**src/design/asc_pkg.sv**
```systemverilog
// Purpose: shared constants and types for the converter sequencer
// Assumes: mclk is the converter oscillator, 50 MHz
// Notes:   register offsets are byte addresses on the AHB-Lite port
package asc_pkg;

   // register byte offsets
   localparam logic [7:0] A_CTRL0 = 8'h00;
   localparam logic [7:0] A_CTRL1 = 8'h04;
   localparam logic [7:0] A_CTRL2 = 8'h08;
   localparam logic [7:0] A_RESH  = 8'h0c;
   localparam logic [7:0] A_RESL  = 8'h10;
   localparam logic [7:0] A_FLAG  = 8'h14;
   localparam logic [7:0] A_PORT  = 8'h18;

   // field positions
   localparam int B0_CAL  = 7;
   localparam int B0_CHAN = 2;
   localparam int B0_GO   = 1;
   localparam int B0_ON   = 0;
   localparam int B1_TSEL = 7;
   localparam int B1_PCFG = 0;
   localparam int B2_JUST = 7;
   localparam int B2_ACQ  = 3;
   localparam int B2_CSEL = 0;
   localparam int BF_DONE = 0;

   // sequencing constants
   localparam logic [3:0] CMP_TRIG_MODE = 4'hb;
   localparam logic [4:0] CONV_PERIODS  = 5'h0b;
   localparam logic [4:0] WAIT_PERIODS  = 5'h02;
   localparam logic [9:0] SAR_MSB       = 10'h200;
   localparam logic [3:0] PCFG_ALL_AN   = 4'h3;
   localparam logic [4:0] NUM_PINS      = 5'h0c;
   localparam logic [1:0] HTRANS_NSEQ   = 2'h2;
   localparam int         MCLK_NS       = 20;
   localparam int         TCY_NS        = 80;
   localparam logic [2:0] INSTR_CLKS    = 3'((TCY_NS + MCLK_NS - 1) / MCLK_NS);
   localparam logic [2:0] CSEL_RC       = 3'h3;

   typedef enum logic [2:0] {
      ST_OFF    = 3'h0,
      ST_SAMPLE = 3'h1,
      ST_DELAY  = 3'h2,
      ST_ACQ    = 3'h3,
      ST_CONV   = 3'h4,
      ST_WAIT   = 3'h5
   } asc_state_e;

   // analog front end controls
   typedef struct packed {
      logic       sample_en;
      logic       cal_mode;
      logic [3:0] channel;
      logic [9:0] trial;
   } asc_afe_s;

   // acquisition field to bit periods
   function automatic logic [4:0] asc_acq_periods(input logic [2:0] f);
      case (f)
         3'h1:    asc_acq_periods = 5'h02;
         3'h2:    asc_acq_periods = 5'h04;
         3'h3:    asc_acq_periods = 5'h06;
         3'h4:    asc_acq_periods = 5'h08;
         3'h5:    asc_acq_periods = 5'h0c;
         3'h6:    asc_acq_periods = 5'h10;
         3'h7:    asc_acq_periods = 5'h14;
         default: asc_acq_periods = 5'h00;
      endcase
   endfunction

   // clock select to oscillator divisor
   function automatic logic [6:0] asc_divisor(input logic [2:0] s);
      case (s)
         3'h0:    asc_divisor = 7'h02;
         3'h4:    asc_divisor = 7'h04;
         3'h1:    asc_divisor = 7'h08;
         3'h5:    asc_divisor = 7'h10;
         3'h2:    asc_divisor = 7'h20;
         3'h6:    asc_divisor = 7'h40;
         default: asc_divisor = 7'h02;
      endcase
   endfunction

endpackage

```
**src/design/asc_top.sv**
```systemverilog
// Purpose: sequencer for a 10-bit successive approximation converter
// Assumes: comp_in is settled logic on mclk; triggers are mclk pulses
// Notes:   registers on AHB-Lite, zero wait states, always OKAY
`timescale 1ns/1ps
module asc_top
   import asc_pkg::*;
(
   // clock and reset
   input  wire logic        mclk,
   input  wire logic        resetn,
   // ahb-lite slave
   input  wire logic        hsel,
   input  wire logic [31:0] haddr,
   input  wire logic [1:0]  htrans,
   input  wire logic        hwrite,
   input  wire logic [2:0]  hsize,
   input  wire logic [31:0] hwdata,
   input  wire logic        hready,
   output logic             hreadyout,
   output logic             hresp,
   output logic [31:0]      hrdata,
   // start triggers
   input  wire logic        cmp_event,
   input  wire logic [3:0]  compare_mode_sel,
   input  wire logic        charge_time_event,
   output logic             timer_clr,
   // analog side
   input  wire logic        comp_in,
   input  wire logic        rc_clk,
   output asc_afe_s         afe,
   // port pins
   input  wire logic [11:0] port_pin,
   // status
   output logic             conv_done_irq_flag
);

   typedef struct packed {
      asc_state_e  st;
      logic        converter_on;
      logic        go;
      logic        offset_cal_req;
      logic        trigger_src_sel;
      logic        result_justify;
      logic [3:0]  channel_sel;
      logic [3:0]  pcfg;
      logic [2:0]  acq_time_sel;
      logic [2:0]  conv_clk_sel;
      logic [9:0]  result;
      logic [9:0]  offset;
      logic [9:0]  trial;
      logic [4:0]  cnt;
      logic        tad_rst;
      logic        irq;
      logic        dwr;
      logic [7:0]  daddr;
      logic [31:0] rdata;
      logic        ready;
      logic        resp;
      logic        tclr;
      logic [11:0] ps1;
      logic [11:0] ps2;
      logic [11:0] ps3;
      logic [11:0] pstab;
      asc_afe_s    afe;
   } asc_main_s;

   asc_main_s q_ff;
   asc_main_s nxt_q;
   logic      tick;
   logic      run;

   // right: high holds bits 9:8; left: high holds bits 9:2
   function automatic logic [7:0] res_byte(input logic [9:0] r,
                                           input logic       just,
                                           input logic       hi);
      logic [15:0] w;
      w = just ? {6'h00, r} : {r, 6'h00};
      res_byte = hi ? w[15:8] : w[7:0];
   endfunction

   // merge a written byte back into the 10-bit result
   function automatic logic [9:0] put_byte(input logic [9:0] r,
                                           input logic       just,
                                           input logic       hi,
                                           input logic [7:0] d);
      logic [15:0] w;
      w = just ? {6'h00, r} : {r, 6'h00};
      if (hi) begin
         w[15:8] = d;
      end else begin
         w[7:0] = d;
      end
      put_byte = just ? w[9:0] : w[15:6];
   endfunction

   // offset removal floors at zero rather than wrapping
   function automatic logic [9:0] sub_off(input logic [9:0] r,
                                          input logic [9:0] o);
      sub_off = (r > o) ? r - o : 10'h000;
   endfunction

   // channels at or above the boundary are digital
   function automatic logic [11:0] an_mask(input logic [3:0] p);
      logic [11:0] m;
      m = 12'hfff;
      for (int i = 0; i < 12; i++) begin
         if (p > PCFG_ALL_AN && 5'(i) + {1'b0, p} >= NUM_PINS + {1'b0, PCFG_ALL_AN}) begin
            m[i] = 1'b0;
         end
      end
      an_mask = m;
   endfunction

   asc_tad_gen u_tad (
      .mclk    (mclk),
      .resetn  (resetn),
      .run     (run),
      .clk_sel (q_ff.conv_clk_sel),
      .rc_clk  (rc_clk),
      .tick    (tick)
   );

   // an abort drops run for one edge so a wait on the divided clock gets two whole periods
   assign run = ((q_ff.st == ST_ACQ) || (q_ff.st == ST_CONV) ||
                 (q_ff.st == ST_WAIT)) && !q_ff.tad_rst;

   always_comb begin
      logic        acc;
      logic        sw_go;
      logic        sw_clr;
      logic        trig;
      logic        cmp_hit;
      logic [31:0] rd;
      logic [3:0]  b;
      logic [11:0] agree;
      acc     = 1'b0;
      sw_go   = 1'b0;
      sw_clr  = 1'b0;
      trig    = 1'b0;
      cmp_hit = 1'b0;
      rd      = 32'h0000_0000;
      b       = 4'h0;
      agree   = 12'h000;
      nxt_q   = q_ff;

      // pin synchroniser, value moves once stages two and three agree
      nxt_q.ps1   = port_pin;
      nxt_q.ps2   = q_ff.ps1;
      nxt_q.ps3   = q_ff.ps2;
      agree       = ~(q_ff.ps2 ^ q_ff.ps3);
      nxt_q.pstab = (q_ff.pstab & ~agree) | (q_ff.ps3 & agree);

      // bus address phase
      nxt_q.ready = 1'b1;
      nxt_q.resp  = 1'b0;
      acc         = hsel & hready & (htrans == HTRANS_NSEQ);
      nxt_q.dwr   = acc & hwrite;
      nxt_q.daddr = haddr[7:0];
      case (haddr[7:0])
         A_CTRL0: begin
            rd[B0_CAL]      = q_ff.offset_cal_req;
            rd[B0_CHAN+:4]  = q_ff.channel_sel;
            rd[B0_GO]       = q_ff.go;
            rd[B0_ON]       = q_ff.converter_on;
         end
         A_CTRL1: begin
            rd[B1_TSEL]     = q_ff.trigger_src_sel;
            rd[B1_PCFG+:4]  = q_ff.pcfg;
         end
         A_CTRL2: begin
            rd[B2_JUST]     = q_ff.result_justify;
            rd[B2_ACQ+:3]   = q_ff.acq_time_sel;
            rd[B2_CSEL+:3]  = q_ff.conv_clk_sel;
         end
         A_RESH: begin
            rd[7:0] = res_byte(q_ff.result, q_ff.result_justify, 1'b1);
         end
         A_RESL: begin
            rd[7:0] = res_byte(q_ff.result, q_ff.result_justify, 1'b0);
         end
         A_FLAG: begin
            rd[BF_DONE] = q_ff.irq;
         end
         A_PORT: begin
            rd[11:0] = q_ff.pstab & ~an_mask(q_ff.pcfg);
         end
         default: begin
            rd = 32'h0000_0000;
         end
      endcase
      if (acc && !hwrite) begin
         nxt_q.rdata = rd;
      end

      // bus data phase writes
      if (q_ff.dwr) begin
         case (q_ff.daddr)
            A_CTRL0: begin
               nxt_q.offset_cal_req = hwdata[B0_CAL];
               nxt_q.channel_sel    = hwdata[B0_CHAN+:4];
               nxt_q.converter_on   = hwdata[B0_ON];
               // start only counts once already enabled
               sw_go  = hwdata[B0_GO] & q_ff.converter_on;
               sw_clr = ~hwdata[B0_GO];
            end
            A_CTRL1: begin
               nxt_q.trigger_src_sel = hwdata[B1_TSEL];
               nxt_q.pcfg            = hwdata[B1_PCFG+:4];
            end
            A_CTRL2: begin
               nxt_q.result_justify = hwdata[B2_JUST];
               nxt_q.acq_time_sel   = hwdata[B2_ACQ+:3];
               nxt_q.conv_clk_sel   = hwdata[B2_CSEL+:3];
            end
            A_RESH: begin
               nxt_q.result = put_byte(q_ff.result, q_ff.result_justify, 1'b1,
                                       hwdata[7:0]);
            end
            A_RESL: begin
               nxt_q.result = put_byte(q_ff.result, q_ff.result_justify, 1'b0,
                                       hwdata[7:0]);
            end
            A_FLAG: begin
               if (!hwdata[BF_DONE]) begin
                  nxt_q.irq = 1'b0;
               end
            end
            default: begin
               nxt_q.irq = nxt_q.irq;
            end
         endcase
      end

      // special event trigger
      cmp_hit    = cmp_event & (compare_mode_sel == CMP_TRIG_MODE);
      nxt_q.tclr = cmp_hit;
      trig       = q_ff.trigger_src_sel ? charge_time_event : cmp_hit;
      // a start arriving with a clear wins
      if (sw_go || (trig && q_ff.converter_on)) begin
         nxt_q.go = 1'b1;
      end else if (sw_clr) begin
         nxt_q.go = 1'b0;
      end

      // sequencer; channel and pin direction never steer it
      nxt_q.tad_rst = 1'b0;
      case (q_ff.st)
         ST_OFF: begin
            nxt_q.cnt = 5'h00;
            if (nxt_q.converter_on) begin
               nxt_q.st = ST_SAMPLE;
            end
         end
         ST_SAMPLE: begin
            nxt_q.cnt = 5'h00;
            if (q_ff.go) begin
               if (q_ff.acq_time_sel == 3'h0) begin
                  // caller has already acquired the channel
                  nxt_q.st = ST_DELAY;
               end else begin
                  nxt_q.st = ST_ACQ;
               end
            end
         end
         ST_DELAY: begin
            if (!nxt_q.go) begin
               nxt_q.st  = ST_WAIT;
               nxt_q.cnt = 5'h00;
               nxt_q.tad_rst = 1'b1;
            end else if (q_ff.cnt == {2'h0, INSTR_CLKS} - 5'h01) begin
               nxt_q.st    = ST_CONV;
               nxt_q.cnt   = 5'h00;
               nxt_q.trial = SAR_MSB;
            end else begin
               nxt_q.cnt = q_ff.cnt + 5'h01;
            end
         end
         ST_ACQ: begin
            if (!nxt_q.go) begin
               nxt_q.st  = ST_WAIT;
               nxt_q.cnt = 5'h00;
               nxt_q.tad_rst = 1'b1;
            end else if (tick) begin
               if (q_ff.cnt + 5'h01 == asc_acq_periods(q_ff.acq_time_sel)) begin
                  nxt_q.st    = ST_CONV;
                  nxt_q.cnt   = 5'h00;
                  nxt_q.trial = SAR_MSB;
               end else begin
                  nxt_q.cnt = q_ff.cnt + 5'h01;
               end
            end
         end
         ST_CONV: begin
            if (!nxt_q.go) begin
               // partial result is dropped
               nxt_q.st  = ST_WAIT;
               nxt_q.cnt = 5'h00;
               nxt_q.tad_rst = 1'b1;
            end else if (tick) begin
               if (q_ff.cnt == CONV_PERIODS - 5'h01) begin
                  if (q_ff.offset_cal_req) begin
                     nxt_q.offset         = q_ff.trial;
                     nxt_q.offset_cal_req = 1'b0;
                  end else begin
                     nxt_q.result = sub_off(q_ff.trial, q_ff.offset);
                  end
                  nxt_q.go  = 1'b0;
                  nxt_q.irq = 1'b1;
                  nxt_q.st  = ST_WAIT;
                  nxt_q.cnt = 5'h00;
               end else begin
                  b = 4'h9 - q_ff.cnt[3:0];
                  if (!comp_in) begin
                     nxt_q.trial[b] = 1'b0;
                  end
                  if (b != 4'h0) begin
                     nxt_q.trial[b - 4'h1] = 1'b1;
                  end
                  nxt_q.cnt = q_ff.cnt + 5'h01;
               end
            end
         end
         ST_WAIT: begin
            if (tick && !q_ff.tad_rst) begin
               if (q_ff.cnt + 5'h01 == WAIT_PERIODS) begin
                  nxt_q.st  = ST_SAMPLE;
                  nxt_q.cnt = 5'h00;
               end else begin
                  nxt_q.cnt = q_ff.cnt + 5'h01;
               end
            end
         end
         default: begin
            nxt_q.st = ST_OFF;
         end
      endcase

      // switching off abandons any conversion
      if (!nxt_q.converter_on) begin
         nxt_q.st  = ST_OFF;
         nxt_q.go  = 1'b0;
         nxt_q.cnt = 5'h00;
      end

      // front end: sampling resumes in sample and acquire states
      nxt_q.afe.sample_en = (nxt_q.st == ST_SAMPLE) || (nxt_q.st == ST_ACQ);
      nxt_q.afe.cal_mode  = nxt_q.offset_cal_req && (nxt_q.st == ST_CONV);
      nxt_q.afe.channel   = nxt_q.channel_sel;
      nxt_q.afe.trial     = nxt_q.trial;
   end

   // result survives reset only as a defined zero
   always_ff @(posedge mclk or negedge resetn) begin
      if (!resetn) begin
         q_ff <= '0;
      end else begin
         q_ff <= nxt_q;
      end
   end

   assign hreadyout          = q_ff.ready;
   assign hresp              = q_ff.resp;
   assign hrdata             = q_ff.rdata;
   assign timer_clr          = q_ff.tclr;
   assign afe                = q_ff.afe;
   assign conv_done_irq_flag = q_ff.irq;

endmodule

```
**src/design/asc_tad_gen.sv**
```systemverilog
// Purpose: bit period tick from oscillator divide or internal rc clock
// Assumes: rc_clk is asynchronous to mclk and much slower
// Notes:   divider tick phase restarts whenever run drops; rc-clock ticks keep the rc_clk phase
`timescale 1ns/1ps
module asc_tad_gen
   import asc_pkg::*;
(
   // clock and reset
   input  wire logic       mclk,
   input  wire logic       resetn,
   // control
   input  wire logic       run,
   input  wire logic [2:0] clk_sel,
   input  wire logic       rc_clk,
   // tick
   output logic            tick
);

   typedef struct packed {
      logic       s1;
      logic       s2;
      logic       s3;
      logic       lvl;
      logic [6:0] cnt;
      logic       tick;
   } asc_tad_s;

   asc_tad_s q_ff;
   asc_tad_s nxt_q;

   always_comb begin
      nxt_q      = q_ff;
      nxt_q.s1   = rc_clk;
      nxt_q.s2   = q_ff.s1;
      nxt_q.s3   = q_ff.s2;
      nxt_q.tick = 1'b0;
      // first stage stays private to the second
      if (q_ff.s2 == q_ff.s3) begin
         nxt_q.lvl = q_ff.s3;
      end
      if (!run) begin
         nxt_q.cnt = 7'h00;
      end else if (clk_sel[1:0] == CSEL_RC[1:0]) begin
         nxt_q.tick = nxt_q.lvl & ~q_ff.lvl;
      end else if (q_ff.cnt == asc_divisor(clk_sel) - 7'h01) begin
         nxt_q.cnt  = 7'h00;
         nxt_q.tick = 1'b1;
      end else begin
         nxt_q.cnt = q_ff.cnt + 7'h01;
      end
   end

   always_ff @(posedge mclk or negedge resetn) begin
      if (!resetn) begin
         q_ff <= '0;
      end else begin
         q_ff <= nxt_q;
      end
   end

   assign tick = q_ff.tick;

endmodule

```
**config.mk**
```make
export PLATFORM = sky130hd
export DESIGN_NAME = asc_top
export DESIGN_NICKNAME = d
export VERILOG_FILES = /design/src/design/asc_pkg.sv /design/src/design/asc_top.sv /design/src/design/asc_tad_gen.sv
export SDC_FILE = /design/constraint.sdc
export NUM_CORES = 1
export LEC_CHECK = 0
export BUFFER_PORTS_ARGS = -buffer_cell sky130_fd_sc_hd__buf_2
export CELL_PAD_IN_SITES_DETAIL_PLACEMENT = 2
export CELL_PAD_IN_SITES_GLOBAL_PLACEMENT = 2
export CORE_ASPECT_RATIO = 0.75
export CORE_MARGIN = 2
export CORE_UTILIZATION = 38
export DETAILED_ROUTE_END_ITERATION = 10
export PLACE_DENSITY = 0.92
export SYNTH_ARGS = -nofsm -noshare
export SYNTH_HDL_FRONTEND = slang
export SYNTH_SLANG_ARGS = --single-unit
export TNS_END_PERCENT = 20
```
**constraint.sdc**
```tcl
create_clock -name mclk -period 5.15 [get_ports mclk]
set_input_delay 0.515 -clock mclk [delete_from_list [all_inputs] [get_ports mclk]]
set_output_delay 0.515 -clock mclk [all_outputs]
set_load 0.1 [all_outputs]
```
# Word-level counts from Yosys, hierarchy flattened
# Cells that the tools add are included.
# totals
regBits,144
input_bits,94
out_inout_bits,52
wordCells,306
# classes
n_addsub,17
n_lt_le_gt_ge,18
eq_ne,53
n_mux,127
bitwise,19
n_reduce_logical,39
# ops
operator,count
$mux W10,16
$mux W5,12
$ge A5 B4 Y1 const B,11
$mux W1,54
$eq A8 B5 Y1 const B,5
$mux W20,2
$and A12 B12 Y12,3
$mux W3,12
$not A12 Y12,3
$pmux W3 S6,2
$mux W35,1
$mux W7,5
$pmux W5 S7,1
$pmux W7 S5,1
$eq A8 B4 Y1 const B,4
$eq A3 B3 Y1 const B,10
$mux W30,1
$pmux W10 S3,1
$mux W27,1
$pmux W5 S5,1
$add A3 B4 Y5 const A,4
$add A4 B4 Y5 const A,4
$pmux W10 S2,1
$logic_and A1 B1 Y1,19
57 further kinds,99

# Logic depth before layout (Yosys ltp)
# logic_depth
depth_word,19
mapped_depth,11
ltp_nobuf,11

# Cells and area by module
# A second synthesis with hierarchy kept.
# unflattened
cells_unflattened,784
hier_area_um2,7958.9
# by_module_without_submodules
module,n_inst,cells_each,area_each_um2,seq_area_each_um2
asc_top,1,708,7198.2,3303.2
asc_tad_gen,1,76,760.7,300.3

# Worst setup path before layout
# Ideal clock, no wire load.
# synth_path
kind,reg-to-reg
start,"register, netlist name afe[0]"
end,register q_ff[142] (netlist name)
setup_ps,149
t_arrival_ps,2433
required_time_ps,5001
slack_ps,2568
path_stages_with_launch,12
path_buffers,0
period_less_slack_ps,2582
cell_sequence,dfrtp_1 inv_1 ha_1 inv_1 fa_1 a21o_1 a21oi_1 o221ai_1 a21oi_1 nor2b_1 o311ai_2 o32ai_1
# synth_rtl
element,line_no,text
"end signal, assigned",asc_top.sv:357,q_ff <= nxt_q;
"end, declared",asc_top.sv:67,asc_main_s q_ff;

==> results.ini <==
[setup_path]
r2r-start = q_ff[110]
end_kind = flop
start_kind = flop
worstPathRequired_ns = 5.49
crit_type = flop to flop
slowest_stage = nor3_2
critPathLaunch = q_ff[110]
critPathArrivalTime_ns = 3.99
cp_cell_sequence = inv_1 -> ha_1 -> nor4bb_1 -> nand3_1 -> nor3_2 -> o311ai_2 -> o32ai_1
regToRegSetupSlack_ns = 1.50
cp_max_fo = 11
max_stage_delay_ns = 0.73

[floorplanning]
die_w_um = 171.6
die_y_um = 129.7
die_area_um2 = 22240
fp.coreArea_um2 = 20440
num_rows = 45
io_pins = 146
start_util_pct = 39.15

[status]
status = finished, final reports clean

[power_and_ir_drop]
power_density_nw_per_um2 = 325.5
p_leak_nw = 4.019
peakVddDrop_uv = 216.6

[route]
drc_errors = 0
vias = 6444
ant_nets = 0
finalWirelength_um = 27370
firstDrtPassIters = 4
vias_per_cell = 5.713
drt_iter0_markers = 554
wl_per_cell_um = 24.26

[clock_tree]
post-cts-setup-buffers = 0
clock_latency_ns = 0.45
cts_root_buf = clkbuf_16
cts_tree = done
path_clk_slew_ns = 0.06
cts_hold_buf = 0
cts_made_buffers = 17
clk_path_buf_depth = 2
htree_levels = 4
clkSinkCount = 144
cts_resized = 0

[logic_synthesis]
avgSynthCellArea_um2 = 10.03
yosysSeqAreaShare_pct = 45.04
async_reset_ff_share_pct = 100.0
synth_edf_count = 0
synth_top_flop_cell = dfrtp_1
ys_seq_elements = 144
synth_cell_type_count = 76
synth_cells = 798
yosysWarnings = 0
synthesis.area_um2 = 8001

[sta]
period_share_pct = 70.92
min_period_ns = 3.652
tightest_slew_ns = 1.175
fin_tns_setup_ns = 0
final_hold_viol_count = 0
setup_viol = 0
finalMaxSlewViolations = 0
max_freq_mhz = 273.8
layout_setup_ws_ns = 1.498
relSlewSlack_pct = 21.39
rsz0062_at_grt = no
final.setup_skew_ns = 0.01061

[flow_run]
maxCapViolCount = 0

[grt]
track_usage_pct = 25.84
antenna_found_initial = 1
overflow = 0
grt_max_degree = 119
grt_pass1_wl_um = 43000
grt_pass1_vias = 7189

[worst_hold_path]
min_from = rc_clk
hold_path.class = input pin to flop

[placed_design]
place.gp.congestion = 0.8649
dp_slack_ns = 1.684
io_buffers = 73
dp_hpwl_um = 19010

[cells_and_area]
fin_nets = 968
drive_gt1_share_pct = 17.02
area_growth_pct = 12.24
nFillCells = 2188
num_antenna_cells = 0

## sequential cells by signal, summed over array words and instances, names as in the netlist, named ones only
register and cells:
nxt_q 24, timer_clr 1, q_ff 65, u_tad.nxt_q 2, u_tad.tick 1, u_tad.q_ff 9, hrdata 12, hreadyout 1
afe 16, conv_done_irq_flag 1
## cell type report
cell class | count | area, um2 | share of cell area, %
Sequential cell | 144 | 3603 | 40.12
Timing Repair Buffer | 75 | 386.6 | 4.305
Multi-Input combinational cell | 560 | 3842 | 42.78
Clock buffer | 22 | 484.2 | 5.391
Clock inverter | 10 | 180.2 | 2.006
Tap cell | 282 | 352.8 | 3.929
Inverter | 35 | 131.4 | 1.463
## critical path, delay by kind of cell, from the launching register on
| kind | cells | cell delay (ns) |
|---|---|---|
| DFF | 1 | 0.50 |
| adders and majority gates | 1 | 0.24 |
| buffers and inverters | 1 | 0.20 |
| and+or+nand+nor | 3 | 1.72 |
| AOI/OAI and AO/OA | 2 | 0.88 |
## per-stage QoR
| stage | util [%] | power [W] | instances | instance area, um2 | hold WS [ns] |
|---|---|---|---|---|---|
| after floorplan | - | 0.001428 | 818 | 8077 | 0.2194 |
| after global placement | 40.69 | 0.001484 | 1096 | 8317 | 0.3324 |
| after detailed placement | 40.69 | 0.001509 | 1096 | 8317 | 0.3379 |
| after CTS | 43.94 | 0.002933 | 1128 | 8981 | 0.1585 |
| after global routing | 43.94 | 0.002999 | 1128 | 8981 | 0.1605 |
| final | 43.94 | 0.002924 | 1128 | 8981 | 0.1751 |
## layer usage
metal  vias up  wire [um]  GRT usage [%]
li1       2835          -              -
met1      3371      12090          33.80
met2       189      13310          43.09
met3        47       1276          4.551
met4         2        679          9.571
met5         -         13              0
## worst paths after layout
check	endpoint	depth (start not counted)
hold reg to reg	nxt_q[31]	0
min in group asynchronous	q_ff[33]	1
setup reg to reg	q_ff[144]	7
hold / removal	u_tad.nxt_q[10]	1
max in group asynchronous	q_ff[105]	2
setup / recovery	q_ff[144]	7
## layout by cell type (no fill, tap or decap), drive strengths merged, types with 4 or more instances in the layout
master,n
dfrtp,144
nand2,92
buf,75
o21ai,59
ha,40
nor2,39
inv,35
a21oi,27
mux2,22
conb,22
clkbuf,22
nand3,19
mux2i,17
nor3,16
a21o,15
xnor2,14
maj3,13
a31oi,12
nor2b,10
xor2,10
nor3b,10
nand4,9
o22ai,9
nand2b,8
a21boi,8
a22o,7
and3,5
or3,5
a32o,5
bufinv,5
nand3b,4
o21a,4
nor4,4
## cell usage after synthesis (all sizes together), types with 4 or more instances
library cell    n  area [um2]
dfrtp         144        3603
nand2          92       345.3
buf            59       429.2
o21ai          59       295.3
ha             40       500.5
nor2           39       146.4
inv            35       131.4
a21oi          27       135.1
mux2           22       247.7
clkbuf         20       75.07
nand3          19       100.1
mux2i          17       170.2
nor3           16       85.08
a21o           15       112.6
xnor2          14       122.6
maj3           13       130.1
a31oi          12       75.07
nor2b          10       62.56
nor3b          10       85.08
xor2           10       87.58
nand4           9       56.30
o22ai           9       56.30
a21boi          8       63.81
nand2b          8       50.05
a22o            7       61.31
a32o            5       50.05
and3            5       31.28
or3             5       31.28
nand3b          4       30.03
nor4            4       46.29
o21a            4       30.03
## power breakdown
part           switching (W)  total [W]  leakage [nW]  internal, W
combinational       0.000217   0.000279          1.93    0.0000626
sequential         0.0000429    0.00122          1.76      0.00117
clock               0.000518    0.00143         0.322     0.000909
total               0.000778    0.00292          4.02      0.00215
## kinds of logic after synthesis
logic type | share of synthesized area [%]
AOI/OAI and AO/OA | 15.72
DFF | 45.04
other | 0.09386
xor gates and xnor gates | 2.627
buffers and inverters | 7.944
adders and majority gates | 8.131
and+or+nand+nor | 14.67
muxes | 5.786
Note: power is estimated with default switching activity, not from simulation.
